### src/inc/tsc_cfg.svh
// Constants for the transmit status and control block
//----------------------------------------------------------------------
// Overview of operation
//----------------------------------------------------------------------
// Overview of operation
// - Eight-bit register: clock source, nine-bit, enable, mode, break, high baud, empty, ninth bit
// - Reset clears all bits except the empty flag, which resets to one and is read-only
// - Synchronous mode: clock source set means master clock from baud generator, clear means slave
// - Asynchronous mode ignores the clock source bit
// - Nine-bit select chooses nine-bit frames when set, eight-bit frames when clear
// - Transmitter runs only while transmit enable is set
// - Synchronous mode: either receive enable overrides transmit enable
// - Mode bit set selects synchronous, clear selects asynchronous operation
// - Async break request sends a break next; hardware clears it when done; sync ignores it
// - Async high baud select picks the fast range; unused in synchronous mode
// - Empty flag reads one while shift register holds no data, zero while full
`ifndef TSC_CFG_SVH
`define TSC_CFG_SVH

//----------------------------------------------------------------------
// Register offsets
//----------------------------------------------------------------------
`define TSC_OFF_CTRL    12'h000
`define TSC_OFF_DATA    12'h004
`define TSC_OFF_IRQ_ST  12'h008
`define TSC_OFF_IRQ_MSK 12'h00c
`define TSC_OFF_BAUD    12'h010

//----------------------------------------------------------------------
// Field positions
//----------------------------------------------------------------------
`define TSC_B_CLOCK_SOURCE_MASTER 7
`define TSC_B_NINE 6
`define TSC_B_TRANSMIT_ENABLE_BIT 5
`define TSC_B_SYNC 4
`define TSC_B_BRK  3
`define TSC_B_HIGH 2
`define TSC_B_EMPT 1
`define TSC_B_D9   0
`define TSC_I_DONE 0
`define TSC_I_BRK  1

//----------------------------------------------------------------------
// Reset values and timing
//----------------------------------------------------------------------
`define TSC_CTRL_RST 8'h02
`define TSC_BAUD_RST 16'h0003
`define TSC_BREAK_BITS 4'hc

`endif

### src/inc/tsc_pkg.sv
// Types for the transmit status and control block
package tsc_pkg;
   typedef enum logic [1:0] {
      TSC_IDLE  = 2'b00,
      TSC_SHIFT = 2'b01
   } tsc_state_t;
endpackage : tsc_pkg

### src/core/tsc_baud.sv
// Baud tick generator with low and high speed ranges
`include "tsc_cfg.svh"
module tsc_baud #(
   parameter int DIV_W = 16
) (
   input  wire logic             pclk,
   input  wire logic             presetn,
   input  wire logic             run,
   input  wire logic             high_speed,
   input  wire logic [DIV_W-1:0] divisor,
   output logic                  tick
);
   initial begin
      if (DIV_W < 4) $error("tsc_baud: DIV_W too small");
   end

   logic [DIV_W+1:0] cnt_q;
   logic [DIV_W+1:0] cnt_d;
   logic [DIV_W+1:0] limit;
   logic             tick_d;
   logic             tick_q;

   // Low range divides four times slower than high range
   always_comb begin
      limit  = high_speed ? {2'b00, divisor} : {divisor, 2'b11};
      tick_d = 1'b0;
      cnt_d  = cnt_q + {{(DIV_W+1){1'b0}}, 1'b1};
      if (!run) begin
         cnt_d = '0;
      end else if (cnt_q >= limit) begin
         cnt_d  = '0;
         tick_d = 1'b1;
      end
   end

   // Counter registers
   always_ff @(posedge pclk or negedge presetn) begin
      if (!presetn) begin
         cnt_q  <= '0;
         tick_q <= 1'b0;
      end else begin
         cnt_q  <= cnt_d;
         tick_q <= tick_d;
      end
   end

   assign tick = tick_q;
endmodule : tsc_baud

### src/core/tsc_sync3.sv
// Three-stage input synchroniser with agreement of last two stages
module tsc_sync3 (
   input  wire logic pclk,
   input  wire logic presetn,
   input  wire logic din,
   output logic      dout
);
   logic [2:0] s_q;
   logic [2:0] s_d;
   logic       o_q;
   logic       o_d;

   // Output changes only once stages two and three agree
   always_comb begin
      s_d = {s_q[1:0], din};
      o_d = (s_q[1] == s_q[2]) ? s_q[2] : o_q;
   end

   // Stage registers
   always_ff @(posedge pclk or negedge presetn) begin
      if (!presetn) begin
         s_q <= 3'h0;
         o_q <= 1'b0;
      end else begin
         s_q <= s_d;
         o_q <= o_d;
      end
   end

   assign dout = o_q;
endmodule : tsc_sync3

### src/core/tsc_top.sv
// Transmit status and control register with transmit shifter and APB slave
//
// Implementation choices: the APB register port and the register offsets.
`include "tsc_cfg.svh"
module tsc_top #(
   parameter int DIV_W = 16
) (
   input  wire logic        pclk,
   input  wire logic        presetn,
   input  wire logic        psel,
   input  wire logic        penable,
   input  wire logic        pwrite,
   input  wire logic [11:0] paddr,
   input  wire logic [31:0] pwdata,
   input  wire logic [3:0]  pstrb,
   output logic [31:0]      prdata,
   output logic             pready,
   output logic             pslverr,
   input  wire logic        single_receive_enable,
   input  wire logic        continuous_receive_enable,
   input  wire logic        ext_clk_in,
   output logic             tx_out,
   output logic             clk_out,
   output logic             clk_oe,
   output logic             irq
);
   initial begin
      if (DIV_W < 4 || DIV_W > 16) $error("tsc_top: DIV_W out of range");
   end

   //-------------------------------------------------------------------
   // Register state
   //-------------------------------------------------------------------
   logic [7:0]       ctrl_q, ctrl_d;          // Control register, empty bit unused here
   logic [8:0]       buf_q, buf_d;            // Transmit buffer
   logic             buf_full_q, buf_full_d;
   logic [1:0]       ist_q, ist_d;
   logic [1:0]       imsk_q, imsk_d;
   logic [DIV_W-1:0] baud_q, baud_d;
   logic [31:0]      prdata_q, prdata_d;
   logic             pready_q, pready_d;
   logic             pslverr_q, pslverr_d;
   logic             irq_q, irq_d;

   //-------------------------------------------------------------------
   // Shifter state
   //-------------------------------------------------------------------
   tsc_pkg::tsc_state_t st_q, st_d;
   logic [11:0]      sh_q, sh_d;              // Frame bits, LSB first
   logic [3:0]       nbit_q, nbit_d;
   logic             empty_q, empty_d;
   logic             tx_q, tx_d;
   logic             ck_q, ck_d;
   logic             oe_q, oe_d;
   logic             brk_frame_q, brk_frame_d;

   logic             tick;
   logic             ext_clk_s;
   logic             ext_clk_p_q, ext_clk_p_d;
   logic             sync_mode, tx_run, shift_ev, acc, wr, rd;
   logic             done_ev, brk_done_ev;

   // Pin clock is asynchronous to pclk
   tsc_sync3 u_sync (
      .pclk    (pclk),
      .presetn (presetn),
      .din     (ext_clk_in),
      .dout    (ext_clk_s)
   );

   // Async high baud only; sync mode always uses the fast range
   // baud range
   tsc_baud #(.DIV_W(DIV_W)) u_baud (
      .pclk       (pclk),
      .presetn    (presetn),
      .run        (tx_run),
      .high_speed (ctrl_q[`TSC_B_HIGH] | sync_mode),
      .divisor    (baud_q),
      .tick       (tick)
   );

   //-------------------------------------------------------------------
   // Mode decode
   //-------------------------------------------------------------------
   // mode select
   assign sync_mode = ctrl_q[`TSC_B_SYNC];
   assign tx_run = ctrl_q[`TSC_B_TRANSMIT_ENABLE_BIT] &
                   ~(sync_mode & (single_receive_enable | continuous_receive_enable));
   // clock source: master counts ticks, slave counts rising pin edges
   assign shift_ev = (sync_mode && !ctrl_q[`TSC_B_CLOCK_SOURCE_MASTER]) ? (ext_clk_s & ~ext_clk_p_q) : tick;

   // Single-cycle access phase, no wait states
   assign acc = psel & penable;
   assign wr  = acc & pwrite;
   assign rd  = acc & ~pwrite;

   //-------------------------------------------------------------------
   // Shifter next state
   //-------------------------------------------------------------------
   always_comb begin
      st_d        = st_q;
      sh_d        = sh_q;
      nbit_d      = nbit_q;
      empty_d     = empty_q;
      tx_d        = tx_q;
      ck_d        = ck_q;
      oe_d        = sync_mode & ctrl_q[`TSC_B_CLOCK_SOURCE_MASTER] & tx_run;
      brk_frame_d = brk_frame_q;
      buf_full_d  = buf_full_q;
      done_ev     = 1'b0;
      brk_done_ev = 1'b0;
      ext_clk_p_d = ext_clk_s;
      if (!tx_run) begin
         st_d    = tsc_pkg::TSC_IDLE;
         empty_d = 1'b1;
         tx_d    = 1'b1;
         ck_d    = 1'b0;
      end else begin
         case (st_q)
            tsc_pkg::TSC_IDLE: begin
               tx_d = 1'b1;
               // break goes out next, async only
               if (ctrl_q[`TSC_B_BRK] && !sync_mode) begin
                  sh_d        = 12'h000;
                  nbit_d      = `TSC_BREAK_BITS;
                  brk_frame_d = 1'b1;
                  st_d        = tsc_pkg::TSC_SHIFT;
                  empty_d     = 1'b0;
               end else if (buf_full_q) begin
                  if (sync_mode) begin
                     sh_d   = {3'h0, buf_q};
                     nbit_d = ctrl_q[`TSC_B_NINE] ? 4'h9 : 4'h8;
                  end else if (ctrl_q[`TSC_B_NINE]) begin
                     // Start bit leaves on the first tick, so every bit lasts a full period
                     sh_d   = {2'b01, buf_q, 1'b0};
                     nbit_d = 4'hb;
                  end else begin
                     sh_d   = {3'b001, buf_q[7:0], 1'b0};
                     nbit_d = 4'ha;
                  end
                  brk_frame_d = 1'b0;
                  buf_full_d  = 1'b0;
                  empty_d     = 1'b0;
                  st_d        = tsc_pkg::TSC_SHIFT;
               end
            end
            tsc_pkg::TSC_SHIFT: begin
               if (shift_ev) begin
                  ck_d = ~ck_q;
                  if (!sync_mode || ck_q || !ctrl_q[`TSC_B_CLOCK_SOURCE_MASTER]) begin
                     if (nbit_q == 4'h0) begin
                        empty_d     = 1'b1;
                        tx_d        = 1'b1;
                        st_d        = tsc_pkg::TSC_IDLE;
                        done_ev     = 1'b1;
                        brk_done_ev = brk_frame_q;
                        brk_frame_d = 1'b0;
                     end else begin
                        tx_d   = sh_q[0];
                        sh_d   = sh_q >> 1;
                        nbit_d = nbit_q - 4'h1;
                     end
                  end
               end
            end
            default: st_d = tsc_pkg::TSC_IDLE;
         endcase
      end
      // A buffer write in the same cycle as a load refills it
      if (wr && paddr == `TSC_OFF_DATA) begin
         buf_full_d = 1'b1;
      end
   end

   //-------------------------------------------------------------------
   // Register next state
   //-------------------------------------------------------------------
   always_comb begin
      ctrl_d    = ctrl_q;
      buf_d     = buf_q;
      ist_d     = ist_q;
      imsk_d    = imsk_q;
      baud_d    = baud_q;
      prdata_d  = 32'h0000_0000;
      pready_d  = psel & ~penable;
      pslverr_d = 1'b0;
      // Hardware sets win over a software clear
      if (wr && paddr == `TSC_OFF_IRQ_ST && pstrb[0]) ist_d = ist_q & ~pwdata[1:0];
      if (done_ev) ist_d[`TSC_I_DONE] = 1'b1;
      if (brk_done_ev) ist_d[`TSC_I_BRK] = 1'b1;
      if (psel && !penable) begin
         case (paddr)
            // empty flag reads live, not writable
            `TSC_OFF_CTRL:    prdata_d = {24'h0, ctrl_q[7:2], empty_q, ctrl_q[0]};
            `TSC_OFF_DATA:    prdata_d = {23'h0, buf_q};
            `TSC_OFF_IRQ_ST:  prdata_d = {30'h0, ist_q};
            `TSC_OFF_IRQ_MSK: prdata_d = {30'h0, imsk_q};
            `TSC_OFF_BAUD:    prdata_d = {{(32-DIV_W){1'b0}}, baud_q};
            default:          pslverr_d = 1'b1;
         endcase
      end
      if (wr) begin
         case (paddr)
            `TSC_OFF_CTRL: begin
               if (pstrb[0]) begin
                  ctrl_d = pwdata[7:0];
                  ctrl_d[`TSC_B_EMPT] = 1'b0;
               end
            end
            `TSC_OFF_DATA: begin
               // ninth bit taken from control at buffer write
               if (pstrb[0]) buf_d = {ctrl_q[`TSC_B_D9], pwdata[7:0]};
            end
            `TSC_OFF_IRQ_MSK: if (pstrb[0]) imsk_d = pwdata[1:0];
            `TSC_OFF_BAUD:    baud_d = pwdata[DIV_W-1:0];
            default:          ;
         endcase
      end
      // hardware clears break request when break completes
      if (brk_done_ev) ctrl_d[`TSC_B_BRK] = 1'b0;
      irq_d = |(ist_q & imsk_q);
   end

   //-------------------------------------------------------------------
   // Registers
   //-------------------------------------------------------------------
   always_ff @(posedge pclk or negedge presetn) begin
      if (!presetn) begin
         ctrl_q      <= `TSC_CTRL_RST & 8'hfd;
         empty_q     <= 1'b1;
         buf_q       <= 9'h000;
         buf_full_q  <= 1'b0;
         ist_q       <= 2'h0;
         imsk_q      <= 2'h0;
         baud_q      <= DIV_W'(`TSC_BAUD_RST);
         prdata_q    <= 32'h0000_0000;
         pready_q    <= 1'b0;
         pslverr_q   <= 1'b0;
         irq_q       <= 1'b0;
         st_q        <= tsc_pkg::TSC_IDLE;
         sh_q        <= 12'h000;
         nbit_q      <= 4'h0;
         tx_q        <= 1'b1;
         ck_q        <= 1'b0;
         oe_q        <= 1'b0;
         brk_frame_q <= 1'b0;
         ext_clk_p_q <= 1'b0;
      end else begin
         ctrl_q      <= ctrl_d;
         empty_q     <= empty_d;
         buf_q       <= buf_d;
         buf_full_q  <= buf_full_d;
         ist_q       <= ist_d;
         imsk_q      <= imsk_d;
         baud_q      <= baud_d;
         prdata_q    <= prdata_d;
         pready_q    <= pready_d;
         pslverr_q   <= pslverr_d;
         irq_q       <= irq_d;
         st_q        <= st_d;
         sh_q        <= sh_d;
         nbit_q      <= nbit_d;
         tx_q        <= tx_d;
         ck_q        <= ck_d;
         oe_q        <= oe_d;
         brk_frame_q <= brk_frame_d;
         ext_clk_p_q <= ext_clk_p_d;
      end
   end

   assign prdata  = prdata_q;
   assign pready  = pready_q;
   assign pslverr = pslverr_q;
   assign irq     = irq_q;
   assign tx_out  = tx_q;
   assign clk_out = ck_q;
   assign clk_oe  = oe_q;
endmodule : tsc_top

### config.mk
export PLATFORM = sky130hd
export DESIGN_NAME = tsc_top
export DESIGN_NICKNAME = d
export VERILOG_FILES = /design/src/inc/tsc_pkg.sv /design/src/core/tsc_baud.sv /design/src/core/tsc_sync3.sv /design/src/core/tsc_top.sv
export VERILOG_INCLUDE_DIRS = /design/src /design/src/inc
export SDC_FILE = /design/constraint.sdc
export NUM_CORES = 1
export LEC_CHECK = 0
export ABC_AREA = 1
export BUFFER_PORTS_ARGS = -buffer_cell sky130_fd_sc_hd__clkbuf_2
export CAP_MARGIN = 20
export CORE_MARGIN = 2
export CORE_UTILIZATION = 50
export CTS_CLUSTER_DIAMETER = 100
export DETAILED_ROUTE_END_ITERATION = 7
export PLACE_DENSITY = 0.72
export REMOVE_ABC_BUFFERS = 1
export SLEW_MARGIN = 20
export SYNTH_ARGS = -nofsm -noshare
export SYNTH_HDL_FRONTEND = slang
export SYNTH_SLANG_ARGS = --single-unit
### constraint.sdc
create_clock -name pclk -period 3.1 [get_ports pclk]
set_clock_uncertainty 0.1 [all_clocks]
set_input_delay 0.155 -clock pclk [delete_from_list [all_inputs] [get_ports pclk]]
set_output_delay 0.155 -clock pclk [all_outputs]
set_load 0.02 [all_outputs]
==> summary.md <==
| Metric | Value |
|---|---|
| Core Region | `10,900 µm²` |
| Most frequent cells in the layout | `nand2_1 (167), dfrtp_1 (97), nor2_1 (92)` |
| Synthesized area | `5620 µm²` |
| CTS tree | `done` |
| Area growth syn-to-layout | `12.7%` |
| Total Power | `approximately 0.0023 W` |
| CTS root buffer | `clkbuf_8` |
| Worst-Margin Slew | `0.642 ns` |
| Max-slew violation count | `0` |
| Setup-failing EPs final | `0` |
| Die Footprint | `12,100 µm²` |
| Routed WL | `12,300 µm` |
| Final worst-path cycle share | `0.875` |
| Largest net degree at the start of global routing | `102` |
| H-tree depth | `3` |
| Drt first pass iters | `5` |
| # diodes | `0` |
| Maximum vdd drop | `218 µV` |
| Total track usage | `0.220` |
| CP max-delay cell | `dfrtp_1` |
| Worst-path fanout max | `31` |
| Number of fill cells in the layout | `slightly below 1,000` |
| Post-synthesis simple-gate area fraction | `0.261` |
| Seq/Total Area, Yosys | `0.450` |
| Share of Yosys cell area claimed by the top area cell type | `0.432` |
| Postcts setup bufs | `0` |
| Maximum clock insertion buffer count | `2` |
| Post-layout util | `0.582` |
| Synth area leaders | `dfrtp_1 (43%), nand2_1 (11%), nor2_1 (6.1%)` |
| Worst path most repeated cell | `nor2_1` |
| Slew HR | `0.572` |
| Chip height | `110 µm` |
| Final Hold Viols | `0` |
| Tmin final | `2.71 ns` |
| Antenna violations before repair | `0` |
| CP arrival | `~2.9 ns` |
| Grt ovf | `0` |
| Setup_tns | `0 ns` |
| Global-route wire length before repair | `20,600 µm` |
| Avg Inst Size Synth | `7.90 µm²` |
| Max Cap Violations | `0` |
| Die X | `110 µm` |
| Routability cong. | `0.886` |
| Critical path's largest stage delay | `0.53 ns` |
| FMAX | `roughly 370 MHz` |
| Worst Setup End Kind | `register` |
| # rows | `38` |
| Data required, critical path | `~3.2 ns` |
| Type of origin of the critical path | `register` |
| Post-DRT Antenna Nets | `0` |
| Share of cells above drive strength 1 | `0.165` |
| Worst min path class | `in2reg` |
| Vias in the first global route | `roughly 4,400` |
| I/O pins | `between 90 and 100` |
| Initial Utilization | `0.516` |
| Vias | `~4,800` |
| # port buffers | `58` |
| Leak | `3.19 nW` |
| Crit path cell chain | `nor2_1 > buf_4 > nand2_1 > ha_1 > nand2_1 > nor2_1 > nand4_1 > nor2_1 > nor2_1 > nand2_1 > nor2_1` |
| Outcome | `finished, final reports clean` |
| Final Net Count | `861` |
| Post-synthesis mux area share | `0` |
| Pwr per Cell Area | `between 300 and 400 nW/µm²` |
| TritonCTS Buffers | `9` |
| Commonest non-fill, non-tap cell in the layout | `nand2_1` |
| CTS Sinks | `101` |
| Worst-path clk slew | `0.11 ns` |
| Worst skew pair latency | `0.38 ns` |
| # DRC | `0` |
| Post-synthesis register bit count | `approximately 100` |
| Critical path class | `reg2reg` |
| Wire per inst | `between 10 and 15 µm` |
| Initial drt markers | `292` |
| Vias/cell | `5.13` |
| Syn Inst Count | `712` |
| Unrepaired setup endpoints after global routing | `no` |
| Post-synth top area cell | `dfrtp_1` |
| Largest family of logic cells by synthesized area | `simple AND/OR/NAND/NOR gates` |
| Synth warn | `0` |
| Synth Area in Adders | `0.0463` |
| Post-synthesis compound-gate area fraction | `0.129` |
| Xor/xnor share of the synthesized area | `0.00623` |
| Yosys cell types | `40` |
| DP HPWL | `around 9000 µm` |
[metal layers]
metal  up-vias  wire [µm]  track usage  part of all wire
met4         0        278       0.0841             0.023
met2       153       5410        0.336              0.44
met3        23        623       0.0241             0.051
met1      2202       6010        0.322              0.49
li1       2393          -            -                 -
met5         -          0            0                 0
[path summary, 6_finish.rpt]
kind,slack (ns),depth (start not counted),endpoint,from
setup / recovery,0.39,11,u_baud.cnt_q[11],ctrl_q[4]
hold / removal,0.005,3,buf_full_q,psel
setup reg to reg,0.39,11,u_baud.cnt_q[11],ctrl_q[4]
hold reg to reg,0.26,0,u_sync.s_q[1],u_sync.s_q[0]
max in group asynchronous,2.23,3,empty_q,presetn
min in group asynchronous,0.26,3,u_sync.s_q[0],presetn
[cell usage after synthesis (all sizes together)]
cell and count:
a21o 1, a21oi 18, a22o 1, a31o 1, buf 30, clkbuf 8
clkinv 1, conb 1, dfrtp 97, dfstp 4, ha 20, inv 85
maj3 1, nand2 171, nand3 48, nand3b 2, nand4 12, nor2 96
nor3 10, nor3b 1, o211ai 1, o21a 4, o21ai 87, o21bai 3
o22ai 1, or2 4, xor2 4
[kinds of logic (layout without fill, tap and decap cells)]
group	count (synthesis)	after routing
compound gates	117	117
xor+xnor	4	4
fa+ha+maj	21	21
buf+inv	124	187
flops	101	101
other cells	1	16
simple gates	344	344
[state kept, by name, indices dropped and copies added (netlist names), 2 cells and up]
signal,count
baud_q,16
u_sync.s_q,3
ist_q,2
prdata,16
nbit_q,4
sh_q,11
buf_q,9
imsk_q,2
u_baud.cnt_q,18
ctrl_q,7
[report_power, final]
group          switching [W]  internal [W]
logic              0.0000865     0.0000463
registers         0.00000326       0.00132
clock network       0.000484      0.000374
total               0.000574       0.00174
[final cells by class]
type / instances / area [µm²] / share of cell area
multi-input cells: 502 / 2550 / 0.402
flip-flops and latches: 101 / 2530 / 0.400
repair buffers: 85 / 561 / 0.0885
inverters: 86 / 323 / 0.0509
well taps: 140 / 175 / 0.0276
clock buffers: 9 / 124 / 0.0195
clock inverters: 7 / 73.8 / 0.0117
[per-stage QoR]
stage | area (µm²) | std cells | worst slack, ns | hold WS [ns]
floorplan | 5400 | 689 | 0.233 | -0.241
global route | 6340 | 930 | 0.0755 | 0.0488
global placement | 5930 | 893 | 0.499 | 0.159
finish | 6340 | 930 | 0.387 | 0.00536
detailed placement | 5930 | 893 | 0.417 | 0.165
CTS | 6340 | 930 | 0.414 | 0.00401
[worst max-delay path: cells and delay by family, from the launching register on]
family | cells | cell delay, ns
adder cells (fa/ha/maj) | 1 | 0.31
flip-flops | 1 | 0.53
AND/OR/NAND/NOR | 9 | 1.34
buffers and inverters | 1 | 0.27
[what timing repair did]
action	CTS	global route
hold buffers	21	0
resized for setup	0	0
endpoints found under the hold margin	131	0
Power figures use the tool's default switching activity.
